[src/rtl/cpl_pkg.sv]
// constants, reset values and time tables for the clock phase/latency/lock control slice
// assumes a single 250 MHz clock; slow timing runs from a 1 us enable tick
package cpl_pkg;

    // clock rate
    localparam int CLK_PERIOD_NS  = 4;                       // 250 MHz
    localparam int TICK_NS        = 1000;                    // slow timebase unit, 1 us
    localparam int TICK_CYCLES    = TICK_NS / CLK_PERIOD_NS; // clocks per tick

    // register offsets
    localparam logic [7:0] ADDR_INPUT_BUFFER_POWER      = 8'h0b;
    localparam logic [7:0] ADDR_COARSE_PHASE_DELAY      = 8'h10;
    localparam logic [7:0] ADDR_FINE_LATENCY_HIGH_VALID = 8'h11;
    localparam logic [7:0] ADDR_FINE_LATENCY_LOW        = 8'h12;
    localparam logic [7:0] ADDR_VALID_TIME_LOCK_TIMER   = 8'h13;

    // field positions
    localparam int POWERDOWN_BIT  = 0;
    localparam int VALID_BIT      = 7;
    localparam int VALIDATION_TIME_LSB    = 3;
    localparam int LOCK_TIMER_LSB      = 0;

    // values after reset
    localparam logic [7:0] RST_INPUT_BUFFER_POWER = 8'h00;
    localparam logic [7:0] RST_COARSE             = 8'h00;
    localparam logic [7:0] RST_FINE_HIGH_VALID    = 8'h80;
    localparam logic [7:0] RST_FINE_LOW           = 8'h00;
    localparam logic [7:0] RST_VALID_TIME_LOCK    = 8'h08;

    // coarse delay slew: a full-range change lands within the documented time
    localparam int COARSE_FULL_S  = 20;
    localparam int COARSE_STEPS   = 255;
    localparam int COARSE_STEP_US = (COARSE_FULL_S * 1000000) / COARSE_STEPS;

    // validation times in us, index is the 2-bit code (code 0 treated as code 1)
    localparam int VALIDATION_TIME_US [4] = '{100000, 100000, 200000, 13000000};

    // one-shot retrigger intervals in us, rounded down
    localparam int LOCK_TIMER_US [8] = '{106000, 53000, 26500, 13300, 6600, 3300, 1660, 833};

    // validation state
    typedef enum logic {
        CPL_VS_ALARM,
        CPL_VS_OK
    } cpl_val_state_t;

endpackage

[src/rtl/cpl_ctrl.sv]
// control and status register slice: input buffer powerdown, coarse phase delay,
// fine latency with hold/valid handshake, input validation timer and lock one-shot
// assumes register accesses arrive byte-wide from the serial management port logic
// Summary of operation
// RULE1 - bit 0 powers down input buffer
// RULE2 - signed coarse delay applied when pin control 0
// RULE3 - coarse delay change may take 20 s
// RULE4 - host clears valid before changing latency
// RULE5 - valid 0: keep held previous latency
// RULE6 - host sets valid after both bytes written
// RULE7 - valid 1: latency taken from registers
// RULE8 - 15-bit latency split across two registers
// RULE9 - validation time code sets alarm clear
// RULE10 - lock timer code sets retrigger interval
// RULE11 - phase slip triggers the lock one-shot
// RULE12 - loss of lock while one-shot runs
// RULE13 - host avoids reserved validation code 00
`timescale 1ns/100ps

module cpl_ctrl #(
    parameter int TICK_CYCLES = cpl_pkg::TICK_CYCLES  // clocks per 1 us tick, shorten in sim
) (
    // clock and reset
    input  wire logic        clk,
    input  wire logic        rst_b,
    // register access from the serial port
    input  wire logic [7:0]  reg_addr,
    input  wire logic [7:0]  reg_wdata,
    input  wire logic        reg_wr,
    input  wire logic        reg_rd,
    output logic      [7:0]  reg_rdata,
    // loop and input status
    input  wire logic        step_pin_control,
    input  wire logic        input_clock_ok,
    input  wire logic        phase_slip,
    // controls to the clock path
    output logic             input_buffer_powerdown,
    output logic signed [7:0] coarse_phase_applied,
    output logic      [14:0] fine_latency,
    output logic             input_alarm,
    output logic             loss_of_lock
);
    import cpl_pkg::*;

    // refuse a tick period the divider cannot count
    if (TICK_CYCLES < 1 || TICK_CYCLES > 65535) begin : g_bad_tick
        $error("TICK_CYCLES out of range");
    end

    logic [15:0]        tick_cnt;        // divider count
    logic               tick;            // 1 us enable pulse
    logic signed [7:0]  coarse_target;   // software coarse delay
    logic               latency_valid;   // hold/valid handshake bit
    logic [6:0]         fine_hi;         // latency bits 14:8
    logic [7:0]         fine_lo;         // latency bits 7:0
    logic [14:0]        fine_held;       // copy kept while valid is low
    logic [1:0]         validation_time; // alarm clear time code
    logic [2:0]         lock_timer;      // one-shot interval code
    logic [16:0]        step_cnt;        // coarse slew interval count
    logic [23:0]        val_cnt;         // time input has stayed valid
    cpl_val_state_t     val_state;       // validation state
    logic [23:0]        lol_cnt;         // one-shot remaining ticks
    logic [23:0]        next_val_limit;  // selected validation time in ticks
    logic [23:0]        next_lol_load;   // selected retrigger interval in ticks

    // table lookups, kept combinational so a code change acts at once
    always_comb begin
        next_val_limit = 24'(VALIDATION_TIME_US[validation_time]); // RULE9
        next_lol_load  = 24'(LOCK_TIMER_US[lock_timer]);        // RULE10
    end

    // 1 us divider; all slow timing runs from this enable
    always_ff @(posedge clk or negedge rst_b) begin
        if (!rst_b) begin
            tick_cnt <= 16'h0000;
            tick     <= 1'b0;
        end else if (tick_cnt == 16'(TICK_CYCLES - 1)) begin
            tick_cnt <= 16'h0000;
            tick     <= 1'b1;
        end else begin
            tick_cnt <= tick_cnt + 16'h0001;
            tick     <= 1'b0;
        end
    end

    // register writes; reserved bits are not stored
    always_ff @(posedge clk or negedge rst_b) begin
        if (!rst_b) begin
            input_buffer_powerdown <= RST_INPUT_BUFFER_POWER[POWERDOWN_BIT];
            coarse_target          <= RST_COARSE;
            latency_valid          <= RST_FINE_HIGH_VALID[VALID_BIT];
            fine_hi                <= RST_FINE_HIGH_VALID[6:0];
            fine_lo                <= RST_FINE_LOW;
            validation_time        <= RST_VALID_TIME_LOCK[VALIDATION_TIME_LSB +: 2];
            lock_timer             <= RST_VALID_TIME_LOCK[LOCK_TIMER_LSB +: 3];
        end else if (reg_wr) begin
            case (reg_addr)
                ADDR_INPUT_BUFFER_POWER: begin
                    input_buffer_powerdown <= reg_wdata[POWERDOWN_BIT]; // RULE1
                end
                ADDR_COARSE_PHASE_DELAY: begin
                    coarse_target <= reg_wdata;
                end
                ADDR_FINE_LATENCY_HIGH_VALID: begin
                    latency_valid <= reg_wdata[VALID_BIT];
                    fine_hi       <= reg_wdata[6:0]; // RULE8
                end
                ADDR_FINE_LATENCY_LOW: begin
                    fine_lo <= reg_wdata; // RULE8
                end
                ADDR_VALID_TIME_LOCK_TIMER: begin
                    validation_time <= reg_wdata[VALIDATION_TIME_LSB +: 2];
                    lock_timer      <= reg_wdata[LOCK_TIMER_LSB +: 3];
                end
                default: begin
                    // unmapped writes are dropped
                end
            endcase
        end
    end

    // readback one cycle after the strobe; reserved bits and unmapped offsets read zero
    always_ff @(posedge clk or negedge rst_b) begin
        if (!rst_b) begin
            reg_rdata <= 8'h00;
        end else if (reg_rd) begin
            case (reg_addr)
                ADDR_INPUT_BUFFER_POWER:      reg_rdata <= {7'h00, input_buffer_powerdown};
                ADDR_COARSE_PHASE_DELAY:      reg_rdata <= coarse_target;
                ADDR_FINE_LATENCY_HIGH_VALID: reg_rdata <= {latency_valid, fine_hi};
                ADDR_FINE_LATENCY_LOW:        reg_rdata <= fine_lo;
                ADDR_VALID_TIME_LOCK_TIMER:   reg_rdata <= {3'h0, validation_time, lock_timer};
                default:                      reg_rdata <= 8'h00;
            endcase
        end
    end

    // held copy follows the registers only while valid is high, so the clearing
    // write captures the old value before any new byte lands
    always_ff @(posedge clk or negedge rst_b) begin
        if (!rst_b) begin
            fine_held <= {RST_FINE_HIGH_VALID[6:0], RST_FINE_LOW};
        end else if (latency_valid) begin
            fine_held <= {fine_hi, fine_lo};
        end
    end

    // latency used by the loop: direct when valid, held copy otherwise
    always_ff @(posedge clk or negedge rst_b) begin
        if (!rst_b) begin
            fine_latency <= {RST_FINE_HIGH_VALID[6:0], RST_FINE_LOW};
        end else if (latency_valid) begin
            fine_latency <= {fine_hi, fine_lo}; // RULE7
        end else begin
            fine_latency <= fine_held; // RULE5
        end
    end

    // coarse delay slews one oscillator period per step so the output never jumps;
    // the trade-off is a full-range move taking close to 20 s
    always_ff @(posedge clk or negedge rst_b) begin
        if (!rst_b) begin
            step_cnt             <= 17'h00000;
            coarse_phase_applied <= RST_COARSE;
        end else if (tick) begin
            if (step_cnt == 17'(COARSE_STEP_US - 1)) begin
                step_cnt <= 17'h00000;
                // pin control high hands the phase to the step pins
                if (!step_pin_control && coarse_phase_applied < coarse_target) begin
                    coarse_phase_applied <= coarse_phase_applied + 8'sh01; // RULE2 RULE3
                end else if (!step_pin_control && coarse_phase_applied > coarse_target) begin
                    coarse_phase_applied <= coarse_phase_applied - 8'sh01; // RULE2 RULE3
                end
            end else begin
                step_cnt <= step_cnt + 17'h00001;
            end
        end
    end

    // input validation: alarm stays until the input has been good for the chosen time
    always_ff @(posedge clk or negedge rst_b) begin
        if (!rst_b) begin
            val_state   <= CPL_VS_ALARM;
            val_cnt     <= 24'h000000;
            input_alarm <= 1'b1;
        end else if (!input_clock_ok) begin
            // any bad sample restarts qualification
            val_state   <= CPL_VS_ALARM;
            val_cnt     <= 24'h000000;
            input_alarm <= 1'b1;
        end else begin
            case (val_state)
                CPL_VS_ALARM: begin
                    if (tick && val_cnt >= next_val_limit - 24'h000001) begin
                        val_state   <= CPL_VS_OK; // RULE9
                        input_alarm <= 1'b0;
                    end else if (tick) begin
                        val_cnt <= val_cnt + 24'h000001;
                    end
                end
                CPL_VS_OK: begin
                    val_cnt <= 24'h000000;
                end
                default: begin
                    val_state <= CPL_VS_ALARM;
                end
            endcase
        end
    end

    // lock one-shot: every slip reloads it; a slip in the expiry cycle wins
    always_ff @(posedge clk or negedge rst_b) begin
        if (!rst_b) begin
            lol_cnt      <= 24'h000000;
            loss_of_lock <= 1'b0;
        end else if (phase_slip) begin
            lol_cnt      <= next_lol_load; // RULE11
            loss_of_lock <= 1'b1;          // RULE12
        end else if (tick && lol_cnt != 24'h000000) begin
            lol_cnt <= lol_cnt - 24'h000001;
            if (lol_cnt == 24'h000001) begin
                loss_of_lock <= 1'b0; // RULE12
            end
        end
    end
endmodule

[config.mk]
export PLATFORM = sky130hd
export DESIGN_NAME = cpl_ctrl
export DESIGN_NICKNAME = d
export VERILOG_FILES = /design/src/rtl/cpl_pkg.sv /design/src/rtl/cpl_ctrl.sv
export SDC_FILE = /design/constraint.sdc
export NUM_CORES = 1
export LEC_CHECK = 0
export BUFFER_PORTS_ARGS = -buffer_cell sky130_fd_sc_hd__buf_2
export CORE_ASPECT_RATIO = 1.75
export CORE_MARGIN = 4
export CORE_UTILIZATION = 50
export CTS_CLUSTER_SIZE = 25
export DETAILED_ROUTE_END_ITERATION = 7
export GPL_ROUTABILITY_DRIVEN = 0
export GPL_TIMING_DRIVEN = 0
export PLACE_DENSITY = 0.67
export SLEW_MARGIN = 20
export SYNTH_ARGS = -nofsm -noshare
export SYNTH_HDL_FRONTEND = slang
export SYNTH_SLANG_ARGS = --single-unit
[constraint.sdc]
create_clock -name clk -period 3.7 [get_ports clk]
set_clock_uncertainty 0.05 [all_clocks]
set_input_delay 0 -clock clk [delete_from_list [all_inputs] [get_ports clk]]
set_output_delay 0 -clock clk [all_outputs]
set_load 0.1 [all_outputs]
; Yosys cells after proc, flatten, opt, wreduce, memory -nomap -nowiden
; Memories as Yosys holds them, arrays and structs flattened.
; Index checks and enable logic that the tools add are counted.
[word_totals]
reg_bits = 146
rom_bits = 256
in_bits = 23
out_inout_bits = 34
elab_cells = 90
memories = 1
[mem_list]
columns = memory, depth, word_bits, rd, rd_ports_with_merged_regs, write_ports, line
row1 = (no name shown), 8, 32, 1, 0, 0, cpl_ctrl.sv:69  ; next_lol_load = 24'(LOCK_TIMER_US[lock_timer]);
[classes]
add_sub_neg = 7
n_lt_le_gt_ge = 5
eq_ne = 12
n_mux = 26
n_bitwise = 3
reduce_logical = 18
[ops]
columns = operator, count
row1 = $mux 24, 9
row2 = $bmux 32 s2, 1
row3 = $pmux 24 s2, 1
row4 = $sub 24x1->24 const B, 2
row5 = $pmux 8 s5, 1
row6 = $eq 8x5->1 const B, 4
row7 = $add 24x1->24 const B, 1
row8 = $eq 24x1->1 const B, 1
row9 = $ge 24x24->1, 1
row10 = $reduce_bool 24->1, 1
row11 = $add 17x1->17 const B, 1
row12 = $eq 17x17->1 const B, 1
row13 = $mux 17, 1
row14 = $add 16x1->16 const B, 1
row15 = $eq 16x8->1 const B, 1
row16 = $mux 16, 1
row17 = $mux 8, 2
row18 = $reduce_and 2->1, 8
row19 = $mux 1, 10
row20 = $add 8x2->8 const B, 1
row21 = $eq 8x4->1 const B, 1
row22 = $gt 8x8->1, 1
row23 = $lt 8x8->1, 1
row24 = $sub 8x2->8 const B, 1
row25 = 12 further kinds, 18

; Longest topological paths before layout
; Gate-level depths: netlist of run 1.
[depth]
ltp_word = 10
ltp_mapped = 14
mapped_depth_nobuf = 14

; Worst setup path before layout of run 1
; No wires, ideal clock.
[synth_timing]
path_kind = register to register
start = reg coarse_phase_applied[5]
end = reg coarse_phase_applied[7]
setup_time_ns = 0.159
t_arrival_ns = 3.644
path_slack_ns = -0.153
path_stages_with_launch = 14
path_buffers = 0
cell_sequence = dfrtp_1 -> ha_1 -> a211oi_1 -> o22ai_1 -> or3_1 -> nand2_1 -> inv_1 -> ha_1 -> a21o_1 -> a21oi_1 -> nor2b_1 -> a311oi_1 -> mux2i_1 -> xnor2_1
[synth_via]
elab_chain_len = 4
elab_cells_between_ends = 10
classes_between = add/sub (2) / order compare (2) / mux (2) / reduce/logical (4)
[synth_rtl]
columns = item, line
row1 = "start, declared", cpl_ctrl.sv:38  ; output logic signed [7:0] coarse_phase_applied,
row2 = "start signal, assigned", cpl_ctrl.sv:170  ; coarse_phase_applied <= coarse_phase_applied + 8'sh01;
row3 = "start signal, assigned", cpl_ctrl.sv:172  ; coarse_phase_applied <= coarse_phase_applied - 8'sh01;
row4 = $lt 8x8->1 / $gt 8x8->1 (equally long branches), "cpl_ctrl.sv:169, cpl_ctrl.sv:171"
row5 = $logic_and 1x1->1 (on tied branches), "cpl_ctrl.sv:169, cpl_ctrl.sv:171"
row6 = $reduce_bool 2->1 (no line), -
row7 = $reduce_and 3->1 (no line), -
; Several ways; a longest one is shown, not always the timed one. The select of a mux whose other input is x is not followed.
; A chain may end at the register's enable or synchronous reset.

; Worst setup path in the final report of run 1
; Ends and elaborated chain as after synthesis.

==> flow_summary.yaml, run 1 <==
run_status:
  status: "completed"
synth:
  yosys.cell_types.count: 56
  ys_warn_count: 0
  synth_edf_count: 0
  synth_compound_area_share_pct: 10.7
  synth_top_area_share_pct: 45.7
  yosysMostFrequentCell: "dfrtp_1"
  seq_area_frac_synth_pct: 46.7
  synth_common_cells: "143 x dfrtp_1, 68 x nand2_1, 55 x nor2_1"
  synth_top_cell_by_area: "dfrtp_1"
  synth.avg_cell_area_um2: 10.4
  synth_top_family_by_area: "simple AND/OR/NAND/NOR gates"
  muxShareOfSynthArea_pct: 8.72
  syn-num-nets: 823
  synth_seq_cells: 146
  syn_inst: 757
  async_flop_share_pct: 100
  synthSimpleGateAreaFrac_pct: 18.0
  synth_xor_area_share_pct: 6.03
  synth_fa_ha_area_share_pct: 6.86
  netlist_top_cells_area: "dfrtp_1 46%, ha_1 6.9%, mux2_2 5.7%, xnor2_1 3.6%, nand2_1 3.3%"
  synth_ff_type: "dfrtp_1"
  netlist_area_um2: 7840
sta:
  rsz0062_at_grt: "false"
  min_period_ns: 3.45
  tns_ns: 0
  slew_headroom_pct: 45.7
  setup_viol: 0
  slew_violations: 0
  worstMarginPinSlew_ns: 0.809
  hold_viol: 0
  fmax_mhz: 290
  period_share_pct: 93.2
floorplanning:
  rows: 60
  die_w_um: 103
  io_pins: 57
  initial_core_util_pct: 50.9
  die_area_um2: 17800
  core_region_area_um2: 15400
  die_height_um: 174
setup_path:
  startpoint: "coarse_phase_applied[5]"
  crit_family: "compound AO/OA/AOI/OAI gates"
  cp-start-kind: "flop"
  rr_startpoint: "coarse_phase_applied[5]"
  r2r-end: "coarse_phase_applied[7]"
  max_stage_delay_ns: 0.46
  r2r_cells: 13
  worst-path-stages: 13
  crit_buf_inv: 1
  crit_chain: "ha_1 -> a211oi_1 -> o22ai_1 -> or3_1 -> nand2_1 -> inv_1 -> ha_4 -> a21o_1 -> a21oi_1 -> nor2b_1 -> a311oi_1 -> mux2i_1 -> xnor2_1"
  cp_max_fo: 8
  cp.arrival_ns: 3.74
  crit_end: "coarse_phase_applied[7]"
  slowest_stage: "or3_1"
  crit_path_end_kind: "flop"
  required_ns: 3.99
  crit_type: "flop to flop"
  r2r_slack_ns: 0.25
routing:
  drcViolationCount: 0
  drtAntennaViolNets: 0
  drtPass1Iterations: 4
  totalWireLength_um: 18400
  wire_per_inst_um: 17.5
  routed-via-count: 6174
  post_drt_via_cell_ratio: 5.88
  drtIter0Drc: 349
cts:
  clkLatencyLatePin_ns: 0.42
  cts_buffer_depth: 2
  clockRootBuffer: "clkbuf_16"
  cts_inserted_buffers: 17
  cts_tree: "built"
  clock_sinks: 146
  clk_pin_slew_ns: 0.07
  post_cts_buffers: 0
  htreeDepth: 4
finish:
  nNetsFinal: 917
  diodes: 0
  drive_gt1_share_pct: 17.9
  area_growth_pct: 17.8
  layout.cells.non_filler: 1050
worst_hold_path:
  hold_class: "input pin to async pin"
pwr:
  vdd_drop_max_mv: 0.285
  fin_total_pwr_uw: 3870
  p_per_area_nw_per_um2: 419
  p_leak_uw: 0.00421
global_route:
  grt_pass1_wl_um: 30600
  grt_pass1_vias: 6525
  overflow: 0
  grt_max_degree: 101
  grt_use_total_pct: 21.5
  antenna_found_initial: 0
placement:
  dp_cells: 999
  dpl.hpwl_um: 13500
  io_buffer_count: 55
run:
  max_cap_violations: 0
## state kept, by name, indices dropped and copies added (netlist names), 2 cells and up
name                  cells
tick_cnt                 16
step_cnt                 17
fine_lo                   8
coarse_target             8
fine_latency             15
reg_rdata                 8
lock_timer                3
lol_cnt                  24
val_cnt                  24
coarse_phase_applied      8
fine_hi                   7
validation_time           2
## per-layer routing
layer | vias up | track usage [%] | wire length (um)
li1 | 2908 | - | -
met1 | 3074 | 23.4 | 6920
met2 | 137 | 38.9 | 10200
met3 | 55 | 3.75 | 560
met4 | 0 | 10.5 | 656
met5 | - | 0 | 0
## per-stage QoR
stage	hold slack [ns]	cell area (um^2)	worst slack (ns)	utilization (%)
2_1_floorplan	-0.346	7840	0.0207	-
3_3_place_gp	0.120	8350	0.205	54.3
3_5_place_dp	-0.125	8390	0.119	54.5
4_1_cts	0.0168	9220	0.0799	59.9
5_1_grt	0.0275	9230	0.0250	60.0
6_report	0.00646	9230	0.252	60.0
## power breakdown
| group | switching, uW | internal [uW] | leakage (uW) |
|---|---|---|---|
| logic | 217 | 103 | 0.00197 |
| clock network | 712 | 1160 | 0.000311 |
| registers | 35.9 | 1640 | 0.00193 |
## worst min-delay path by stage
stage                    from                 endpoint  slack, ns  cells past startpoint
3_3_place_gp   input_clock_ok              input_alarm       0.12                      2
3_5_place_dp            rst_b              lol_cnt[12]      -0.13                      1
5_1_grt                 rst_b              lol_cnt[12]       0.03                      2
4_1_cts                 rst_b              lol_cnt[12]       0.02                      2
2_1_floorplan           rst_b  coarse_phase_applied[0]      -0.35                      0
6_report                rst_b              lol_cnt[12]      0.006                      2
## layout make-up
class	count	area, um^2
clock buffers	19	443
clock inverters	13	196
inverters	37	139
flip-flops and latches	146	3660
well taps	186	233
plain buffers	23	95.1
fillers	1272	6160
multi-input cells	551	3960
repair buffers	75	503
## cell usage in the layout, fill, tap and decap left out, drive strengths merged, types with 4 or more instances in the layout
cell and instances:
nor4 9, a21o 5, nor2 55, and3 7, bufinv 4, buf 62
or4 21, xnor2 32, o31ai 19, or2 5, inv 42, nand2b 10
o211ai 7, ha 43, o21ai 36, xor2 22, nor3 9, mux2i 12
and4 7, a21oi 34, nand2 68, dlygate4sd3 19, clkbuf 36, nor2b 7
dfrtp 143, o22ai 4, nand4 17, nand3 30, mux2 40, a31oi 5
or3 10, mux4 5
## cells by family (layout without fill, tap and decap cells)
family,after synthesis,after routing
muxes,57,57
buffers and inverters,60,167
DFF,146,146
adders and majority gates,43,43
AOI/OAI and AO/OA,130,130
xor gates and xnor gates,54,54
and+or+nand+nor,267,267
## repair_timing
action,in CTS,in global routing
hold buffers,19,0
gates resized for setup,0,2
endpoints found under the setup margin,0,2
endpoints found under the hold margin,188,0
Note: power is estimated with default switching activity, not from simulation.
==> run 2, diff against run 1 <==
--- a/config.mk
+++ b/config.mk
@@ -9,6 +9,7 @@
 export CORE_ASPECT_RATIO = 1.75
 export CORE_MARGIN = 4
 export CORE_UTILIZATION = 50
+export CTS_BUF_LIST = sky130_fd_sc_hd__clkbuf_8
 export CTS_CLUSTER_SIZE = 25
 export DETAILED_ROUTE_END_ITERATION = 7
 export GPL_ROUTABILITY_DRIVEN = 0
==> flow_summary.yaml, run 2 (synthesis results as in run 1) <==
floorplanning:
  core_region_area_um2: 15400
  die_area_um2: 17800
  rows: 60
  die_height_um: 174
  die_w_um: 103
  io_pins: 57
  initial_core_util_pct: 50.9
global_route:
  grt_use_total_pct: 21.4
  grt_max_degree: 101
  antenna_found_initial: 0
  overflow: 0
  grt_pass1_vias: 6500
  grt_pass1_wl_um: 30400
finish:
  reg_top3: "lol_cnt x24, val_cnt x24, step_cnt x17"
  area_growth_pct: 15.9
  diodes: 0
  multi_input_area_um2: 3960
  nNetsFinal: 920
  drive_gt1_share_pct: 18.0
  layout_commonest_cell: "dfrtp_1"
  regArea_um2: 3660
  n_fill_cell: 1306
  final_cell_mix: "139 x dfrtp_1, 68 x nand2_1, 55 x nor2_1, 55 x buf_2, 42 x ha_1"
sta:
  slew_violations: 0
  worstMarginPinSlew_ns: 0.791
  hold_viol: 0
  period_share_pct: 93.2
  fmax_mhz: 290
  min_period_ns: 3.45
  rsz0062_at_grt: "false"
  slew_headroom_pct: 46.8
  tns_ns: 0
  setup_viol: 0
  worst_slack_ns: 0.251
routing:
  wl_met2_um: 10200
  top_layer: "met4"
  drtPass1Iterations: 5
  wl_met1_um: 6960
  drtIter0Drc: 276
  wire_per_inst_um: 17.5
  totalWireLength_um: 18400
  wl_met3_um: 657
  post_drt_via_cell_ratio: 5.84
  drcViolationCount: 0
  drtAntennaViolNets: 0
  routed-via-count: 6152
setup_path:
  crit_type: "flop to flop"
  cp-start-kind: "flop"
  required_ns: 4.01
  slowest_stage: "or3_1"
  crit_chain: "ha_1 -> a211oi_1 -> o22ai_1 -> or3_1 -> nand2_1 -> inv_1 -> ha_4 -> a21o_1 -> a21oi_1 -> nor2b_1 -> a311oi_1 -> mux2i_1 -> xnor2_1"
  cp_max_fo: 8
  cp.arrival_ns: 3.76
  max_stage_delay_ns: 0.46
  crit_path_end_kind: "flop"
pwr:
  p_leak_uw: 0.00416
  p_per_area_nw_per_um2: 377
  vdd_drop_max_mv: 0.212
cts:
  htreeDepth: 4
  cts_buffer_depth: 2
  cts_tree: "built"
  clk_pin_slew_ns: 0.09
  clkLatencyLatePin_ns: 0.44
  clock_sinks: 146
  clockRootBuffer: "clkbuf_8"
  post_cts_buffers: 0
  cts_inserted_buffers: 17
placement:
  dpl.hpwl_um: 13500
  preCtsSetupSlack_ns: 0.119
  io_buffer_count: 55
run:
  max_cap_violations: 0
worst_hold_path:
  hold_class: "input pin to flop"
run_status:
  status: "completed"
-- run 2: cell count changes in the layout (fill, tap and decap cells not counted), sizes merged --
cell | previous run | this run
buf | 62 | 63
clkbuf | 36 | 35
dlygate4sd3 | 19 | 21
inv | 42 | 43
-- run 2: worst paths after layout --
kind | from | end | slack [ns] | cells past startpoint
setup / recovery | coarse_phase_applied[5] | coarse_phase_applied[7] | 0.25 | 13
hold / removal | reg_addr[6] | reg_rdata[7] | 0.04 | 5
setup reg to reg | coarse_phase_applied[5] | coarse_phase_applied[7] | 0.25 | 13
hold reg to reg | input_alarm | input_alarm | 0.42 | 2
max in group asynchronous | rst_b | coarse_phase_applied[7] | 3.01 | 3
min in group asynchronous | rst_b | input_alarm | 0.07 | 2
-- run 2: cell type report --
cell class | instances | share of cell area (%)
Multi-Input combinational cell | 551 | 43.6
Sequential cell | 146 | 40.3
Timing Repair Buffer | 78 | 6.06
Clock buffer | 18 | 2.73
Tap cell | 186 | 2.56
Clock inverter | 14 | 2.20
Inverter | 37 | 1.53
Buffer | 23 | 1.05
-- run 2: what timing repair did --
| item | in CTS | in global routing |
|---|---|---|
| hold endpoints to repair | 189 | 0 |
| hold buffers | 22 | 0 |
| resized for setup | 0 | 2 |
| setup endpoints to repair | 0 | 2 |
-- run 2: routing by layer --
layer  vias up  GRT usage (%)
li1       2921              -
met1      3037           23.0
met2       144           39.1
met3        50           3.95
met4         0           9.96
met5         -              0
-- run 2: worst max-delay path: cells and delay by family (launching register included) --
kind                       cells  cell delay, ns
xor gates and xnor gates       1            0.13
buffers and inverters          1            0.18
and+or+nand+nor                3            0.69
AOI/OAI and AO/OA              5            1.03
adders and majority gates      2            0.60
DFF                            1            0.45
muxes                          1            0.25
-- run 2: where the power goes --
part / total, uW / internal (uW) / leakage [uW] / switching (uW)
Combinational: 327 / 109 / 0.00201 / 219
Clock: 1420 / 765 / 0.000228 / 656
Sequential: 1670 / 1640 / 0.00193 / 35.6
-- run 2: metrics by stage --
stage          cell area, um^2  cells  hold WS, ns  total power (uW)  utilization, %
3_3_place_gp              8350    998        0.120              2000            54.3
6_report                  9090   1053       0.0435              3420            59.0
2_1_floorplan             7840    757       -0.346              1900               -
4_1_cts                   9070   1053      0.00755              3460            59.0
3_5_place_dp              8390    999       -0.125              2010            54.5
5_1_grt                   9090   1053       0.0545              3550            59.0
==> run 3, diff against run 2 <==
--- a/config.mk
+++ b/config.mk
@@ -8,13 +8,14 @@
 export BUFFER_PORTS_ARGS = -buffer_cell sky130_fd_sc_hd__buf_2
 export CORE_ASPECT_RATIO = 1.75
 export CORE_MARGIN = 4
-export CORE_UTILIZATION = 50
+export CORE_UTILIZATION = 35
 export CTS_BUF_LIST = sky130_fd_sc_hd__clkbuf_8
 export CTS_CLUSTER_SIZE = 25
 export DETAILED_ROUTE_END_ITERATION = 7
 export GPL_ROUTABILITY_DRIVEN = 0
 export GPL_TIMING_DRIVEN = 0
-export PLACE_DENSITY = 0.67
+export PLACE_DENSITY_LB_ADDON = 0.08
+export REMOVE_ABC_BUFFERS = 1
 export SLEW_MARGIN = 20
 export SYNTH_ARGS = -nofsm -noshare
 export SYNTH_HDL_FRONTEND = slang
==> flow_summary.yaml, run 3 (synthesis results as in run 1) <==
routing:
  post_drt_via_cell_ratio: 5.21
  wire_per_inst_um: 16.4
  drcViolationCount: 0
  drtIter0Drc: 309
  drtPass1Iterations: 5
  routed-via-count: 5994
  totalWireLength_um: 18800
  drtAntennaViolNets: 0
sta:
  tns_ns: 0
  min_period_ns: 3.47
  rsz0062_at_grt: "false"
  worstMarginPinSlew_ns: 0.878
  period_share_pct: 93.9
  hold_viol: 0
  fin_hold_ws_ns: 0.0394
  fmax_mhz: 288
  slew_violations: 0
  setup_viol: 0
  slew_headroom_pct: 41.5
global_route:
  grt_use_total_pct: 16.0
  overflow: 0
  grt_pass1_wl_um: 31400
  grt_max_degree: 80
  grt_pass1_vias: 6234
  antenna_found_initial: 0
finish:
  area_growth_pct: 17.2
  nNetsFinal: 908
  drive_gt1_share_pct: 18.2
  layout.cells.non_filler: 1151
  layout_commonest_cell: "dfrtp_1"
  final_cell_area_um2: 9190
  n_fill_cell: 2150
  diodes: 0
  final_cell_mix: "143 x dfrtp_1, 67 x nand2_1, 55 x nor2_1, 55 x buf_2, 42 x ha_1"
  reg_top3: "lol_cnt x24, val_cnt x24, step_cnt x17"
run_status:
  status: "completed"
cts:
  htreeDepth: 4
  clk_pin_slew_ns: 0.09
  cts_inserted_buffers: 17
  clockRootBuffer: "clkbuf_8"
  clock_sinks: 146
  cts_tree: "built"
  post_cts_buffers: 0
  cts_buffer_depth: 2
  clkLatencyLatePin_ns: 0.46
pwr:
  p_leak_uw: 0.00414
  p_clk_share_pct: 37.8
  seqPwrFrac_pct: 52.2
  vdd_drop_max_mv: 0.197
  p_sw_uw: 903
  p_per_area_nw_per_um2: 350
  switching_share_pct: 28.1
  pwr-share-comb_pct: 10.0
  p_int_uw: 2310
  fin_total_pwr_uw: 3220
floorplanning:
  die_height_um: 206
  die_w_um: 121
  io_pins: 57
  initial_core_util_pct: 35.5
  core_region_area_um2: 22100
  rows: 72
  die_area_um2: 24900
placement:
  dpl.hpwl_um: 13200
  placed_area_um2: 8440
  io_buffer_count: 56
  dp_cells: 1088
setup_path:
  cp-start-kind: "input pin"
  crit_type: "input pin to flop"
  cp.arrival_ns: 3.83
  required_ns: 4.06
  cp_max_fo: 9
  crit_path_end_kind: "flop"
worst_hold_path:
  hold_class: "input pin to async pin"
run:
  max_cap_violations: 0
## run 3: worst max-delay path, stage by stage
cell and delay, ns:
dlygate4sd3_1 0.54, buf_2 0.12, or4_1 0.49, dlygate4sd3_1 0.62, nor3b_4 0.33, nand2_1 0.16, nor3_4 0.30, nand2_1 0.08
dlygate4sd3_1 0.55, o21ai_0 0.07, dlygate4sd3_1 0.57
## run 3: worst paths after layout
kind,startpoint,to,slack (ns),cells past startpoint
min,rst_b,lol_cnt[4],0.04,2
max in group asynchronous,rst_b,latency_valid,2.76,3
min in group clk,reg_addr[0],reg_rdata[6],0.05,4
max reg2reg,coarse_target[5],coarse_phase_applied[7],0.31,14
max,reg_addr[7],coarse_target[3],0.23,11
min reg2reg,input_alarm,input_alarm,0.42,2
## run 3: what timing repair did
action                                 in CTS  in global routing
endpoints found under the hold margin     187                  0
resized for setup                           1                  7
hold buffers                               30                  0
setup endpoints to repair                   1                  5
## run 3: per-layer routing
layer	vias up	wire length [um]	share of wire [%]	GRT usage (%)
li1	2893	-	-	-
met1	2990	7670	41	17.7
met2	95	10200	54	29.6
met3	16	514	2.7	3.31
met4	0	416	2.2	5.93
met5	-	0	0	0
## run 3: power by group through the flow
stage / logic (uW) / registers, uW / clock network [uW]
after floorplan: 112 / 1780 / 0
after global placement: 294 / 1710 / 0
after detailed placement: 303 / 1710 / 0
after CTS: 325 / 1680 / 1270
after global routing: 353 / 1690 / 1340
final: 322 / 1680 / 1220
## run 3: area by class of cell
cell class                      instances  area (um^2)  area share, %
Inverter                               37          139           1.51
Multi-Input combinational cell        551         4000           43.5
Sequential cell                       146         3660           39.8
Clock inverter                         13          111           1.21
Tap cell                              296          370           4.03
Timing Repair Buffer                   89          653           7.11
Clock buffer                           19          262           2.85
## run 3: stage by stage
stage                     util (%)  worst slack (ns)
after global placement        38.0            0.0196
after detailed placement      38.3           -0.0165
after CTS                     41.3            0.0441
after global routing          41.6            0.0598
final                         41.6             0.227
after floorplan                  -            -0.153
